<file path="src/dbg_trace_defines.svh">
`ifndef DBG_TRACE_DEFINES_SVH
`define DBG_TRACE_DEFINES_SVH

// ***************************************************************
// Pin synchroniser layout
// ***************************************************************
`define PIN_COUNT        5
`define PIN_BUS_HOLD     0
`define PIN_HALT         1
`define PIN_UNCOND       2
`define PIN_TRIG_IN      3
`define PIN_TRACE_DIS    4
`define PIN_RESET_VAL    5'h00

// ***************************************************************
// Timing counts
// ***************************************************************
`define BOOT_CYCLES      3'h4
`define BOOT_CNT_W       3

// ***************************************************************
// Field widths and positions
// ***************************************************************
`define WB_ADDR_W        30
`define EXEC_STATUS_W    2
`define TRACE_STATUS_W   4
`define TRIG_TYPE_W      11
`define TRIG_TYPE_UNCOND 10
`define TRACE_WORD_W     8
`define TRACE_TRIG_MARK  4'h8
`define TRACE_FIFO_DEPTH 32

`endif

</file>
<file path="src/dbg_trace_pkg.sv">
package dbg_trace_pkg;

   // Core run state, one-hot
   typedef enum logic [3:0] {
      ST_BOOT = 4'h1,
      ST_RUN  = 4'h2,
      ST_WAIT = 4'h4,
      ST_HALT = 4'h8
   } run_state_e;

endpackage

</file>
<file path="src/trace_fifo.sv">
`timescale 1ns/10ps
`default_nettype none

module trace_fifo #(
   parameter int WIDTH = 8,
   parameter int DEPTH = 32
) (
   input  wire logic             clk,       // Processor clock
   input  wire logic             reset_n,   // Async reset, active low
   input  wire logic [WIDTH-1:0] in_data,   // Word to store
   input  wire logic             in_valid,  // Word offered
   output logic                  in_ready,  // Room for a word
   output logic      [WIDTH-1:0] out_data,  // Oldest word
   output logic                  out_valid, // Oldest word present
   input  wire logic             out_ready  // Drain takes the word
);

   localparam int AW = $clog2(DEPTH);

   logic [WIDTH-1:0] mem [DEPTH];
   logic [AW:0]      wr_ptr_q;
   logic [AW:0]      rd_ptr_q;
   logic             full;
   logic             empty;

   assign empty     = (wr_ptr_q == rd_ptr_q);
   assign full      = (wr_ptr_q[AW-1:0] == rd_ptr_q[AW-1:0]) && (wr_ptr_q[AW] != rd_ptr_q[AW]);
   assign in_ready  = !full;
   assign out_valid = !empty;
   assign out_data  = mem[rd_ptr_q[AW-1:0]];

   always_ff @(posedge clk) begin
      if (in_valid && !full) begin
         mem[wr_ptr_q[AW-1:0]] <= in_data;
      end
   end

   always_ff @(posedge clk or negedge reset_n) begin
      if (!reset_n) begin
         wr_ptr_q <= '0;
      end else if (in_valid && !full) begin
         wr_ptr_q <= wr_ptr_q + 1'b1;
      end
   end

   always_ff @(posedge clk or negedge reset_n) begin
      if (!reset_n) begin
         rd_ptr_q <= '0;
      end else if (out_ready && !empty) begin
         rd_ptr_q <= rd_ptr_q + 1'b1;
      end
   end

endmodule // trace_fifo

`default_nettype wire

</file>
<file path="src/debug_halt_and_trace_port.sv">
`timescale 1ns/10ps
`default_nettype none
`include "dbg_trace_defines.svh"

module debug_halt_and_trace_port #(
   parameter int FIFO_DEPTH = `TRACE_FIFO_DEPTH
) (
   input  wire logic                        clk,                // Processor clock
   input  wire logic                        reset_n,            // Async reset, active low
   // Debug pins
   input  wire logic                        bus_hold_ack_in,    // Outside master owns the bus
   input  wire logic                        halt_request_in,    // Debug halt request
   input  wire logic                        uncond_event_in,    // Unconditional debug event
   output logic                             wb_full_out,        // Writeback stage full
   output logic      [`WB_ADDR_W-1:0]       wb_instr_addr_out,  // Writeback instruction address
   output logic                             wb_complete_out,    // Writeback instruction completes
   output logic                             wait_enable_out,    // Wait enable bit
   output logic                             halt_ack_out,       // In debug halt
   // Trace pins
   output logic                             trigger_out,        // Trigger event strobe
   output logic      [`TRIG_TYPE_W-1:0]     trigger_type_out,   // Cause of the trigger
   output logic                             trace_cycle_strobe, // Trace cycle
   output logic      [`EXEC_STATUS_W-1:0]   first_cycle_exec_status,  // First cycle status
   output logic      [`EXEC_STATUS_W-1:0]   second_cycle_exec_status, // Second cycle status
   output logic      [`TRACE_STATUS_W-1:0]  trace_status_out,   // Trace status
   input  wire logic                        trigger_in,         // Returned trigger event
   input  wire logic                        trace_disable_in,   // Stop trace collection
   input  wire logic                        trace_sink_ready,   // Collector takes a trace cycle
   // Core side
   input  wire logic                        core_wb_valid,      // Writeback holds an instruction
   input  wire logic      [`WB_ADDR_W-1:0]  core_wb_addr,       // Its address
   input  wire logic                        core_wb_complete,   // It completes this cycle
   input  wire logic                        core_set_we,        // Software sets wait enable
   input  wire logic                        core_ext_irq,       // External interrupt
   input  wire logic                        core_timer_irq,     // Timer interrupt
   input  wire logic                        dbg_clear_we,       // Debugger clears wait enable
   input  wire logic                        scan_stop_cmd,      // Scan-port stop command pulse
   input  wire logic                        scan_resume_cmd,    // Scan-port resume pulse
   input  wire logic                        internal_debug_mode_bit, // Internal debug mode
   input  wire logic                        external_debug_mode_bit, // External debug mode
   input  wire logic [`TRIG_TYPE_UNCOND-1:0] core_debug_events, // Other debug events
   input  wire logic                        uncond_flag_clear,  // Software clears the flag
   input  wire logic                        debug_op_req,       // Debug operation request pulse
   input  wire logic [`EXEC_STATUS_W-1:0]   core_exec_status,   // Per-cycle exec status
   input  wire logic [`TRACE_STATUS_W-1:0]  core_trace_status,  // Per-cycle trace status
   input  wire logic                        trace_overflow_clear, // Clears overflow flag
   output logic                             core_run_enable,    // Core may fetch and execute
   output logic                             debug_irq_out,      // Debug interrupt pulse
   output logic                             uncond_event_flag,  // Status flag of the event
   output logic                             bus_held_out,       // Debug answers may be late
   output logic                             debug_op_done,      // Debug operation answered
   output logic                             trace_overflow_out  // Trace word was lost
);

   // ***************************************************************
   // Pin synchronisers
   // ***************************************************************
   logic [`PIN_COUNT-1:0] pins_raw;
   logic [`PIN_COUNT-1:0] sync1_q;
   logic [`PIN_COUNT-1:0] sync2_q;
   logic [`PIN_COUNT-1:0] sync3_q;
   logic [`PIN_COUNT-1:0] pin_q;

   assign pins_raw = {trace_disable_in, trigger_in, uncond_event_in,
                      halt_request_in, bus_hold_ack_in};

   genvar gi;
   generate
      for (gi = 0; gi < `PIN_COUNT; gi++) begin : g_sync
         always_ff @(posedge clk or negedge reset_n) begin
            if (!reset_n) begin
               sync1_q[gi] <= 1'b0;
               sync2_q[gi] <= 1'b0;
               sync3_q[gi] <= 1'b0;
               pin_q[gi]   <= 1'b0;
            end else begin
               sync1_q[gi] <= pins_raw[gi];
               sync2_q[gi] <= sync1_q[gi];
               sync3_q[gi] <= sync2_q[gi];
               // Glitch filter: only an agreed level counts
               if (sync2_q[gi] == sync3_q[gi]) begin
                  pin_q[gi] <= sync3_q[gi];
               end
            end
         end
      end
   endgenerate

   // ***************************************************************
   // Halt sources and wait enable
   // ***************************************************************
   logic scan_stop_q;
   logic ude_stop_q;
   logic we_q;
   logic ude_prev_q;
   logic ude_rise;
   logic halt_cond;

   assign ude_rise  = pin_q[`PIN_UNCOND] && !ude_prev_q;
   assign halt_cond = pin_q[`PIN_HALT] || scan_stop_q || ude_stop_q;

   // Reset clears the scan command and the event stop; the pin is re-read after reset
   always_ff @(posedge clk or negedge reset_n) begin
      if (!reset_n) begin
         scan_stop_q <= 1'b0;
      end else if (scan_stop_cmd) begin
         scan_stop_q <= 1'b1;
      end else if (scan_resume_cmd) begin
         scan_stop_q <= 1'b0;
      end
   end

   always_ff @(posedge clk or negedge reset_n) begin
      if (!reset_n) begin
         ude_stop_q <= 1'b0;
      end else if (ude_rise && external_debug_mode_bit) begin
         ude_stop_q <= 1'b1;
      end else if (scan_resume_cmd) begin
         ude_stop_q <= 1'b0;
      end
   end

   always_ff @(posedge clk or negedge reset_n) begin
      if (!reset_n) begin
         we_q <= 1'b0;
      end else if (core_set_we) begin
         we_q <= 1'b1;
      end else if (core_ext_irq || core_timer_irq || dbg_clear_we) begin
         we_q <= 1'b0;
      end
   end

   // ***************************************************************
   // Run state machine
   // ***************************************************************
   dbg_trace_pkg::run_state_e state_q;
   dbg_trace_pkg::run_state_e state_d;
   logic [`BOOT_CNT_W-1:0]    boot_cnt_q;
   logic                      boot_done;

   assign boot_done = (boot_cnt_q == `BOOT_CYCLES);

   // Holds the core until the halt pin has crossed the synchroniser
   always_ff @(posedge clk or negedge reset_n) begin
      if (!reset_n) begin
         boot_cnt_q <= '0;
      end else if (!boot_done) begin
         boot_cnt_q <= boot_cnt_q + 1'b1;
      end
   end

   always_comb begin
      state_d = state_q;
      case (state_q)
         dbg_trace_pkg::ST_BOOT: begin
            if (boot_done) begin
               if (halt_cond) begin
                  state_d = dbg_trace_pkg::ST_HALT;
               end else if (we_q) begin
                  state_d = dbg_trace_pkg::ST_WAIT;
               end else begin
                  state_d = dbg_trace_pkg::ST_RUN;
               end
            end
         end
         dbg_trace_pkg::ST_RUN: begin
            if (halt_cond) begin
               state_d = dbg_trace_pkg::ST_HALT;
            end else if (we_q) begin
               state_d = dbg_trace_pkg::ST_WAIT;
            end
         end
         dbg_trace_pkg::ST_WAIT: begin
            if (halt_cond) begin
               state_d = dbg_trace_pkg::ST_HALT;
            end else if (!we_q) begin
               state_d = dbg_trace_pkg::ST_RUN;
            end
         end
         dbg_trace_pkg::ST_HALT: begin
            if (!halt_cond) begin
               state_d = we_q ? dbg_trace_pkg::ST_WAIT : dbg_trace_pkg::ST_RUN;
            end
         end
         default: begin
            state_d = dbg_trace_pkg::ST_BOOT;
         end
      endcase
   end

   // No clock gate anywhere: halt only withdraws the run enable
   always_ff @(posedge clk or negedge reset_n) begin
      if (!reset_n) begin
         state_q         <= dbg_trace_pkg::ST_BOOT;
         core_run_enable <= 1'b0;
         halt_ack_out    <= 1'b0;
         wait_enable_out <= 1'b0;
      end else begin
         state_q         <= state_d;
         core_run_enable <= (state_d == dbg_trace_pkg::ST_RUN);
         halt_ack_out    <= (state_d == dbg_trace_pkg::ST_HALT);
         wait_enable_out <= we_q;
      end
   end

   // ***************************************************************
   // Unconditional event, triggers, bus hold
   // ***************************************************************
   logic [`TRIG_TYPE_W-1:0] trig_ev;
   logic                    trig_fire;
   logic                    op_pending_q;

   assign trig_ev   = {ude_rise, core_debug_events};
   assign trig_fire = !internal_debug_mode_bit && !external_debug_mode_bit && (|trig_ev);

   always_ff @(posedge clk or negedge reset_n) begin
      if (!reset_n) begin
         ude_prev_q        <= 1'b0;
         uncond_event_flag <= 1'b0;
         debug_irq_out     <= 1'b0;
      end else begin
         ude_prev_q    <= pin_q[`PIN_UNCOND];
         debug_irq_out <= ude_rise && internal_debug_mode_bit;
         // Set wins over a clear in the same cycle
         if (pin_q[`PIN_UNCOND]) begin
            uncond_event_flag <= 1'b1;
         end else if (uncond_flag_clear) begin
            uncond_event_flag <= 1'b0;
         end
      end
   end

   always_ff @(posedge clk or negedge reset_n) begin
      if (!reset_n) begin
         trigger_out      <= 1'b0;
         trigger_type_out <= '0;
      end else begin
         trigger_out      <= trig_fire;
         trigger_type_out <= trig_fire ? trig_ev : '0;
      end
   end

   // Debug operations wait while another master may own the bus
   always_ff @(posedge clk or negedge reset_n) begin
      if (!reset_n) begin
         op_pending_q  <= 1'b0;
         debug_op_done <= 1'b0;
         bus_held_out  <= 1'b0;
      end else begin
         bus_held_out  <= pin_q[`PIN_BUS_HOLD];
         debug_op_done <= op_pending_q && !pin_q[`PIN_BUS_HOLD];
         if (debug_op_req) begin
            op_pending_q <= 1'b1;
         end else if (!pin_q[`PIN_BUS_HOLD]) begin
            op_pending_q <= 1'b0;
         end
      end
   end

   // ***************************************************************
   // Writeback reporting
   // ***************************************************************
   always_ff @(posedge clk or negedge reset_n) begin
      if (!reset_n) begin
         wb_full_out       <= 1'b0;
         wb_complete_out   <= 1'b0;
         wb_instr_addr_out <= '0;
      end else begin
         wb_full_out     <= core_wb_valid;
         wb_complete_out <= core_wb_valid && core_wb_complete;
         if (core_wb_valid) begin
            wb_instr_addr_out <= core_wb_addr;
         end
      end
   end

   // ***************************************************************
   // Trace collection and broadcast
   // ***************************************************************
   logic                        phase_q;
   logic                        collect_q;
   logic [`EXEC_STATUS_W-1:0]   first_es_q;
   logic [`TRACE_STATUS_W-1:0]  ts_acc_q;
   logic                        trig_seen_q;
   logic [`TRACE_STATUS_W-1:0]  ts_pair;
   logic [`TRACE_WORD_W-1:0]    push_word;
   logic                        push_valid;
   logic                        push_ready;
   logic [`TRACE_WORD_W-1:0]    pop_word;
   logic                        pop_valid;
   logic                        pop_ready;

   assign ts_pair    = ts_acc_q | core_trace_status
                       | ((trig_seen_q || pin_q[`PIN_TRIG_IN]) ? `TRACE_TRIG_MARK : 4'h0);
   assign push_word  = {first_es_q, core_exec_status, ts_pair};
   assign push_valid = phase_q && collect_q;
   assign pop_ready  = phase_q && trace_sink_ready;

   // Collection is sampled at the start of a pair, so a pair never splits
   always_ff @(posedge clk or negedge reset_n) begin
      if (!reset_n) begin
         phase_q     <= 1'b0;
         collect_q   <= 1'b0;
         first_es_q  <= '0;
         ts_acc_q    <= '0;
         trig_seen_q <= 1'b0;
      end else begin
         phase_q <= !phase_q;
         if (!phase_q) begin
            collect_q   <= !pin_q[`PIN_TRACE_DIS];
            first_es_q  <= core_exec_status;
            ts_acc_q    <= core_trace_status;
            trig_seen_q <= pin_q[`PIN_TRIG_IN];
         end
      end
   end

   // Trace must not stall the core, so a full buffer drops and flags
   always_ff @(posedge clk or negedge reset_n) begin
      if (!reset_n) begin
         trace_overflow_out <= 1'b0;
      end else if (push_valid && !push_ready) begin
         trace_overflow_out <= 1'b1;
      end else if (trace_overflow_clear) begin
         trace_overflow_out <= 1'b0;
      end
   end

   trace_fifo #(
      .WIDTH (`TRACE_WORD_W),
      .DEPTH (FIFO_DEPTH)
   ) u_trace_fifo (
      .clk       (clk),
      .reset_n   (reset_n),
      .in_data   (push_word),
      .in_valid  (push_valid),
      .in_ready  (push_ready),
      .out_data  (pop_word),
      .out_valid (pop_valid),
      .out_ready (pop_ready)
   );

   // Buffered words still drain after disable
   always_ff @(posedge clk or negedge reset_n) begin
      if (!reset_n) begin
         trace_cycle_strobe       <= 1'b0;
         first_cycle_exec_status  <= '0;
         second_cycle_exec_status <= '0;
         trace_status_out         <= '0;
      end else begin
         trace_cycle_strobe <= pop_ready && pop_valid;
         if (pop_ready && pop_valid) begin
            first_cycle_exec_status  <= pop_word[7:6];
            second_cycle_exec_status <= pop_word[5:4];
            trace_status_out         <= pop_word[3:0];
         end
      end
   end

endmodule // debug_halt_and_trace_port

`default_nettype wire

</file>
<file path="config.mk">
export PLATFORM = sky130hd
export DESIGN_NAME = debug_halt_and_trace_port
export DESIGN_NICKNAME = d
export VERILOG_FILES = /design/src/dbg_trace_pkg.sv /design/src/trace_fifo.sv /design/src/debug_halt_and_trace_port.sv
export VERILOG_INCLUDE_DIRS = /design/src /design/src/src
export SDC_FILE = /design/constraint.sdc
export NUM_CORES = 1
export LEC_CHECK = 0
export ABC_AREA = 1
export BUFFER_PORTS_ARGS = -buffer_cell sky130_fd_sc_hd__buf_4
export CAP_MARGIN = 20
export CORE_MARGIN = 4
export CORE_UTILIZATION = 30
export DETAILED_ROUTE_END_ITERATION = 12
export GPL_TIMING_DRIVEN = 0
export HOLD_SLACK_MARGIN = 0.15
export PLACE_DENSITY = 0.53
export SLEW_MARGIN = 20
export SYNTH_ARGS = -nofsm -noshare
export SYNTH_HDL_FRONTEND = slang
export SYNTH_SLANG_ARGS = --single-unit
</file>
<file path="constraint.sdc">
create_clock -name clk -period 2.2 [get_ports clk]
set_input_delay 0.11 -clock clk [delete_from_list [all_inputs] [get_ports clk]]
set_output_delay 0.11 -clock clk [all_outputs]
set_load 0.01 [all_outputs]
</file>
Word level (Yosys, flattened, before mapping)

Memories as Yosys holds them, arrays and structs flattened. A register that Yosys moved wholly into a read port is not among the register bits.
Cells that the tools add are included.

Output and inout port bits: 61
Memories kept: 1
Flip-flop bits (word level): 106
Input bits: 67
Word-level logic and storage cells: 127
Bits in writable memories: 256

Memory list:

| name             | depth | width | rd ports | clocked after memory_dff | wr ports | RTL line         | source |
|---|---|---|---|---|---|---|---|
| u_trace_fifo.mem | 32    | 8     | 1        | 1                        | 1        | trace_fifo.sv:20 | `logic [WIDTH-1:0] mem [DEPTH];` |

Equal/unequal tests: 16
Reduce and logical (&&, ||, !) cells: 33
Add/sub/neg operators: 3
Mux-type cells: 24
Bitwise gates (word level): 2

Operators by type and width:

| kind                  | count |
|---|---|
| $mux W4               | 8 |
| $pmux W4 S4           | 1 |
| $logic_and A1 B1 Y1   | 13 |
| $mux W1               | 13 |
| $add A6 B1 Y6 const B | 2 |
| $mux W11              | 1 |
| $reduce_or A11 Y1     | 1 |
| $reduce_bool A2 Y1    | 5 |
| $logic_not A1 Y1      | 9 |
| $eq A4 B2 Y1 const B  | 2 |
| $eq A4 B4 Y1 const B  | 2 |
| $or A4 B4 Y4          | 2 |
| $eq A6 B6 Y1          | 1 |
| $eq A1 B1 Y1          | 5 |
| $eq A5 B5 Y1          | 1 |
| $logic_or A1 B1 Y1    | 5 |
| $eq A4 B1 Y1 const B  | 1 |
| $eq A4 B3 Y1 const B  | 1 |
| $add A3 B1 Y3 const B | 1 |
| $eq A3 B3 Y1 const B  | 1 |
| $mux W3               | 1 |
| $ne A2 B2 Y1 const B  | 1 |
| $ne A1 B1 Y1          | 1 |

Longest topological paths before layout

Gate-level depths: netlist of the first run.

Word-level depth: 6
Depth in mapped cells: 11
Mapped depth without buffers: 9

Modules after synthesis

A second synthesis of the first run with hierarchy kept.

Cell total of the unflattened synthesis: 1,328
Area total of the unflattened synthesis: 15,056.9 um2

Modules (own cells, without submodules):

| module                    | times used | area each (um2) | cells each | sequential area each (um2) |
|---|---|---|---|---|
| trace_fifo                | 1          | 11,431.0        | 1,041      | 7,987.7 |
| debug_halt_and_trace_port | 1          | 3,626.0         | 287        | 2,553.7 |

Worst setup path after synthesis of the first run

No wires, ideal clock.

Path type: register to register
Start: register u_trace_fifo.wr_ptr_q[2]
End: memory u_trace_fifo.mem[13][0] (enable)
Slack: 8 ps
Stages on the path, launching flop included: 11
Arrival: 1,809 ps
Period minus slack after synthesis: 2,192 ps
Path buffers: 3
Required time: 1,817 ps
Library setup time: 383 ps
Cells stage by stage: dfrtp_1 > buf_2 > inv_2 > nand2_1 > nand2_1 > nor3_2 > nand3_2 > nand2_1 > buf_6 > buf_6 > nor3_1

Longest elaborated chain between the ends: 6

Ends and longest elaborated chain:

| item                          | RTL line         | source |
|---|---|---|
| start, declared               | trace_fifo.sv:21 | `logic [AW:0] wr_ptr_q;` |
| start signal, assigned        | trace_fifo.sv:42 | `wr_ptr_q <= wr_ptr_q + 1'b1;` |
| $eq A5 B5 Y1                  | trace_fifo.sv:27 | `assign full = (wr_ptr_q[AW-1:0] == rd_ptr_q[AW-1:0]) && (wr_ptr_q[AW] != rd_ptr_q[AW]);` |
| $logic_and A1 B1 Y1           | trace_fifo.sv:27 |  |
| $logic_not A1 Y1              | --               |  |
| $logic_and A1 B1 Y1           | trace_fifo.sv:33 | `if (in_valid && !full) begin` |
| $mux W1                       | trace_fifo.sv:33 |  |
| $mux W1 (not written as such) | trace_fifo.sv:34 | `mem[wr_ptr_q[AW-1:0]] <= in_data;` |
| end, declared                 | trace_fifo.sv:20 |  |

Parallel ways exist; a longest one is shown, timed or not.

Worst setup path in the final report of the first run

Start: register u_trace_fifo.wr_ptr_q[0]
End: memory u_trace_fifo.mem[8][2] (enable)

The elaborated chain is that of the path after synthesis.

==> results of run 1 <==
cells by family (layout without fill, tap and decap cells):
family          Yosys count  after routing
simple gates            705            705
mux                      30             30
buf+inv                 216            506
xor+xnor                 14             14
fa+ha+maj                12             12
compound gates           40             40
flops                   370            370
report_power, final:
group          internal [W]  switching [W]  leakage, nW
Sequential          0.00787       0.000268         3.66
Clock               0.00407        0.00274        0.659
Combinational       0.00206        0.00464         4.09
state kept, by name, indices dropped and copies added, names as in the netlist, 2 cells and up:
signal                    count
boot_cnt_q                    3
first_cycle_exec_status       2
first_es_q                    2
pin_q                         5
second_cycle_exec_status      2
state_q                       4
sync1_q                       5
sync2_q                       5
sync3_q                       5
trace_status_out              4
trigger_type_out             11
ts_acc_q                      4
u_trace_fifo.mem            256
u_trace_fifo.rd_ptr_q         6
u_trace_fifo.wr_ptr_q         6
wb_instr_addr_out            30
per-stage QoR:
step | power [W] | hold WS [ns] | util (%) | area (sq um)
2_1_floorplan | 0.01204 | -0.1856 | - | 15160
3_3_place_gp | 0.01437 | 0.2205 | 33.86 | 16950
3_5_place_dp | 0.01447 | 0.005275 | 34.12 | 17080
4_1_cts | 0.02181 | 0.1819 | 39.12 | 19590
5_1_grt | 0.02292 | 0.1960 | 39.34 | 19700
6_report | 0.02165 | 0.2186 | 39.34 | 19700
cell usage in the layout (no fill, tap or decap), drive strengths merged, types with 2 or more instances in the layout:
master | Yosys | layout
nor3 | 36 | 36
o21ai | 18 | 18
nor2 | 75 | 75
dlygate4sd3 | 0 | 67
nand2 | 419 | 419
mux2 | 30 | 30
clkinv | 5 | 18
xor2 | 11 | 11
xnor2 | 3 | 3
dfrtp | 113 | 113
maj3 | 5 | 5
nand4 | 5 | 5
bufinv | 0 | 2
a21oi | 16 | 16
inv | 149 | 149
or2 | 3 | 3
ha | 7 | 7
nand3 | 165 | 165
edfxtp | 256 | 256
clkbuf | 15 | 83
buf | 47 | 187
what timing repair did:
item / in CTS / in global routing
setup buffers: 7 / 6
hold buffers: 68 / 0
resized for setup: 73 / 15
pin swaps: 6 / 4
endpoints found under the setup margin: 255 / 186
endpoints found under the hold margin: 243 / 0
synth_stat cells, drive strengths merged:
cell type,instances,share of area (%)
or2,3,0.12
nand3,165,5.5
mux2,30,2.2
nor3,36,1.2
o41ai,1,0.058
o22ai,1,0.041
a21o,1,0.050
nand4,5,0.21
xnor2,3,0.17
o21bai,1,0.050
o21ai,18,0.59
nor2,75,1.9
xor2,11,0.64
ha,7,0.58
nor4,1,0.041
o2111ai,1,0.058
maj3,5,0.33
a21oi,16,0.53
clkinv,5,0.12
dfrtp,113,19
or4,1,0.050
buf,47,1.6
clkbuf,15,0.37
inv,149,3.7
edfxtp,256,51
dfstp,1,0.17
nand2,419,10
o31ai,1,0.050
per-layer routing:
metal  wire (microns)  part of all wire (%)  global-route usage (%)
met1            17420                    42                   19.65
met2            19050                    46                   25.08
met3             3094                   7.5                   3.734
met4             1508                   3.7                   5.827
met5                0                     0                       0
worst max path at each step:
stage,start,to,slack (ns),cells past startpoint
3_5_place_dp,u_trace_fifo.rd_ptr_q[3],u_trace_fifo.mem[24][3],-0.57,9
4_1_cts,u_trace_fifo.rd_ptr_q[0],trace_status_out[0],0.02,10
2_1_floorplan,u_trace_fifo.wr_ptr_q[2],u_trace_fifo.mem[13][0],0.008,10
3_3_place_gp,u_trace_fifo.rd_ptr_q[3],u_trace_fifo.mem[8][3],-0.71,8
6_report,u_trace_fifo.wr_ptr_q[0],u_trace_fifo.mem[8][2],0.11,5
5_1_grt,u_trace_fifo.wr_ptr_q[2],u_trace_fifo.mem[16][5],-0.02,11
area by class of cell:
cell class                      instances  area (sq um)
Fill cell                            4839         30370
Sequential cell                       370         10550
Multi-Input combinational cell        801          4113
Timing Repair Buffer                  212          1929
Clock buffer                           63          1224
Tap cell                              672         840.8
Inverter                              154         588.1
Buffer                                 62         337.8
Clock inverter                         15         117.6
==> results.json, run 1 <==
{
  "worstHoldPathCells": 2,
  "wirelength_mm": 41.07,
  "dieArea_sq_um": 54190,
  "place_hpwl_mm": 27.05,
  "holdCritStartpoint": "bus_hold_ack_in",
  "syn_inst": 1387,
  "wl_per_cell_microns": 17.49,
  "die_h_microns": 232.8,
  "layout.nets": 1718,
  "synth_compound_area_share_pct": 1.428,
  "hold_path.class": "input port to flop",
  "synth_top_family_by_area": "simple AND/OR/NAND/NOR gates",
  "slew_violations": 0,
  "powerDensity_nw_per_um2": 1099,
  "setup_tns_ns": 0,
  "place_ws_ns": -0.5675,
  "vias_per_cell": 4.544,
  "synthMuxAreaShare_pct": 2.228,
  "post-route-min-period_ns": 2.091,
  "fmax_ghz": 0.4783,
  "fin_ws_ns": 0.1091,
  "worst_slew_pin_slew_ns": 0.9137,
  "port_buffers": 127,
  "max-slew-margin-rel_pct": 39.09,
  "ctsRootBufferMaster": "clkbuf_16",
  "crit_required_ns": 2.46,
  "initial_core_util_pct": 30.28,
  "diodes": 0,
  "drc": 0,
  "cts.path.max_buffers": 3,
  "setup.worst_path.start_class": "flop",
  "critPathKind": "flop to flop",
  "path_delay_family": "buffers and inverters",
  "grt_pass1_vias": 10930,
  "clkTransAtPathRegs_ns": 0.06,
  "leakage_nw": 8.409,
  "dr.first_iter.drc_count": 744,
  "die_x_microns": 232.8,
  "grt_overflow": 0,
  "cts_htree_levels": 2,
  "hold_violations": 0,
  "path_cells": "inv_1, ha_1, clkinv_2, nor3_4, buf_4",
  "worst_ep_arrival_time_ns": 2.35,
  "cts_tree": "built",
  "ant_nets": 0,
  "rows": 82,
  "coreArea_sq_um": 50070,
  "vias": 10680,
  "clkLatencyLatePin_ns": 0.56,
  "ff2ff_setup_slack_ns": 0.11,
  "ir_worst_vdd_uv": 532.4,
  "end_kind": "flop",
  "ff2ff_path_depth": 5,
  "clock_sinks": 370,
  "num_io_pins": 128,
  "area_growth_pct": 29.94,
  "final_layout_size_suffix_gt1_share_pct": 19.86,
  "place.gp.congestion": 0.9384,
  "cp_max_fo": 8,
  "finalSetupViolCount": 0,
  "slowest_stage": "dfrtp_1",
  "dr.pass1.iters": 6,
  "synth-seq-cells": 370,
  "hold_path_end": "sync1_q[0]",
  "grt_usage_pct": 15.30,
  "reg2reg_to": "u_trace_fifo.mem[8][2]",
  "syn-num-nets": 1461,
  "outcome": "completed",
  "dp_cells": 2190,
  "period_share_pct": 95.04,
  "netlist_area_sq_um": 15160,
  "synth-simple-area-share_pct": 19.35,
  "ys_warn_count": 0,
  "antenna_found_initial": 1,
  "r2r_start": "u_trace_fifo.wr_ptr_q[0]",
  "synthAdderAreaFrac_pct": 0.9079,
  "grt_pass1_wl_mm": 63.64,
  "fin_skew_ns": 0.02001,
  "syn_area_per_cell_sq_um": 10.93,
  "synth_xor_area_share_pct": 0.8088,
  "final_cells": 2349,
  "ys_seq_area_share_pct": 69.54,
  "cts_buffers": 43,
  "critPathMaxStageDelay_ns": 0.46,
  "grt_max_degree": 82,
  "synthDistinctLibCells": 35,
  "maxCapViolations": 0,
  "path_buf_inv": 3
}
(Power assumes the default switching activity.)
==> run 2, diff against run 1 <==
Settings changed: CAP_MARGIN 20 to default, MAX_ROUTING_LAYER from default to met4.
==> results.json, run 2 (synthesized netlist as in run 1, its figures left out) <==
{
  "largest_reg_flops": 256,
  "crit_start": "u_trace_fifo.rd_ptr_q[3]",
  "critPathKind": "flop to flop",
  "ff2ff_setup_slack_ns": 0.12,
  "leakage_nw": 8.466,
  "grt_pass1_wl_mm": 64.18,
  "initial_core_util_pct": 30.28,
  "area_growth_pct": 30.70,
  "ir_worst_vdd_uv": 560.4,
  "coreArea_sq_um": 50070,
  "slowest_stage": "dfrtp_2",
  "rsz0062_at_grt": "no",
  "outcome": "completed",
  "drc": 0,
  "clkLatencyLatePin_ns": 0.57,
  "hold_path.class": "input port to flop",
  "place_hpwl_mm": 27.08,
  "worst_slew_pin_slew_ns": 0.8853,
  "antenna_found_initial": 0,
  "period_share_pct": 94.73,
  "fmax_ghz": 0.4798,
  "vias": 10750,
  "cp_max_fo": 10,
  "clock_sinks": 370,
  "max-slew-margin-rel_pct": 40.98,
  "ff2ff_path_depth": 10,
  "r2r_start": "u_trace_fifo.rd_ptr_q[3]",
  "grt_usage_pct": 15.94,
  "grt_pass1_vias": 11050,
  "mostFrequentLayoutCell": "nand2_1",
  "end_kind": "flop",
  "powerDensity_nw_per_um2": 1103,
  "path_cells": "inv_2, nand2_1, nand2_1, nor3_2, nand3_2, nand2_2, buf_6, buf_12, nor3_4, buf_12",
  "fin_skew_ns": 0.02382,
  "path_delay_family": "buffers and inverters",
  "num_io_pins": 128,
  "setup.worst_path.start_class": "flop",
  "crit_required_ns": 2.47,
  "wl_per_cell_microns": 17.61,
  "clkTransAtPathRegs_ns": 0.06,
  "die_h_microns": 232.8,
  "hold_violations": 0,
  "holdCritStartpoint": "bus_hold_ack_in",
  "grt_max_degree": 82,
  "ctsRootBufferMaster": "clkbuf_16",
  "final_layout_size_suffix_gt1_share_pct": 20.50,
  "path_buf_inv": 4,
  "wirelength_mm": 41.48,
  "cts_buffers": 42,
  "place.gp.congestion": 0.9553,
  "cp.depth": 10,
  "fin_ws_ns": 0.1160,
  "rows": 82,
  "critPathCapture": "u_trace_fifo.mem[13][0]",
  "port_buffers": 127,
  "place_ws_ns": -0.5612,
  "fin_total_pwr_w": 0.02185,
  "grt_overflow": 0,
  "die_x_microns": 232.8,
  "reg2reg_to": "u_trace_fifo.mem[13][0]",
  "dr.pass1.iters": 5,
  "finalSetupViolCount": 0,
  "dr.first_iter.drc_count": 840,
  "slew_violations": 0,
  "setup_tns_ns": 0,
  "diodes": 0,
  "cts_tree": "built",
  "post-route-min-period_ns": 2.084,
  "cts_htree_levels": 2,
  "dieArea_sq_um": 54190,
  "vias_per_cell": 4.564,
  "cts.path.max_buffers": 3,
  "layout.cells.most_common_list": "nand2_1 (418), edfxtp_1 (256), nand3_1 (164), inv_1 (142), buf_4 (137)",
  "critPathMaxStageDelay_ns": 0.46,
  "layout.nets": 1723,
  "maxCapViolations": 0,
  "ant_nets": 0,
  "worst_ep_arrival_time_ns": 2.35
}
==> run 2: final cells by class <==
type / count / area (sq um)
clock buffer: 60 / 1234
fill: 4788 / 30260
inverter: 154 / 583.1
timing repair buffer: 218 / 2014
sequential: 370 / 10550
clock inverter: 18 / 140.1
multi-input combinational: 801 / 4116
tap: 672 / 840.8
buffer: 62 / 336.6
==> run 2: routing by layer <==
metal  global-route usage [%]  routed length [microns]  vias to the layer above
li1                         -                        -                     5107
met1                    20.17                    17700                     5137
met2                    25.50                    19400                      412
met3                    3.048                     2825                       92
met4                    6.126                     1549                        0
met5                        -                        0                        -
==> run 2: worst min path at each step <==
stage	to	slack (ns)	depth (start not counted)
floorplan	boot_cnt_q[0]	-0.19	0
global placement	sync1_q[0]	0.22	1
detailed placement	trigger_type_out[4]	0.004	1
CTS	sync1_q[0]	0.17	2
global route	sync1_q[1]	0.21	2
finish	sync1_q[0]	0.20	2
==> run 2: report_power, final <==
group | switching, W | total [W] | internal, W
Sequential | 0.000267 | 0.00814 | 0.00787
Clock | 0.00279 | 0.00693 | 0.00414
Combinational | 0.00468 | 0.00678 | 0.00210
Total | 0.00774 | 0.0218 | 0.0141
==> run 2: what timing repair did <==
action                                  in CTS  in global routing
gates resized for setup                     71                 16
pin swaps                                    7                 10
endpoints found under the setup margin     259                260
hold endpoints to repair                   243                  0
hold buffers                                68                  0
setup buffers                                9                 11
==> run 2: metrics by stage <==
step	hold slack [ns]	util, %	area, sq um	instances
after global placement	0.2205	33.86	16950	2186
after global routing	0.2062	39.57	19810	2355
after detailed placement	0.004193	34.11	17080	2189
after CTS	0.1713	39.20	19630	2344
after floorplan	-0.1856	-	15160	1387
final	0.2022	39.57	19810	2355
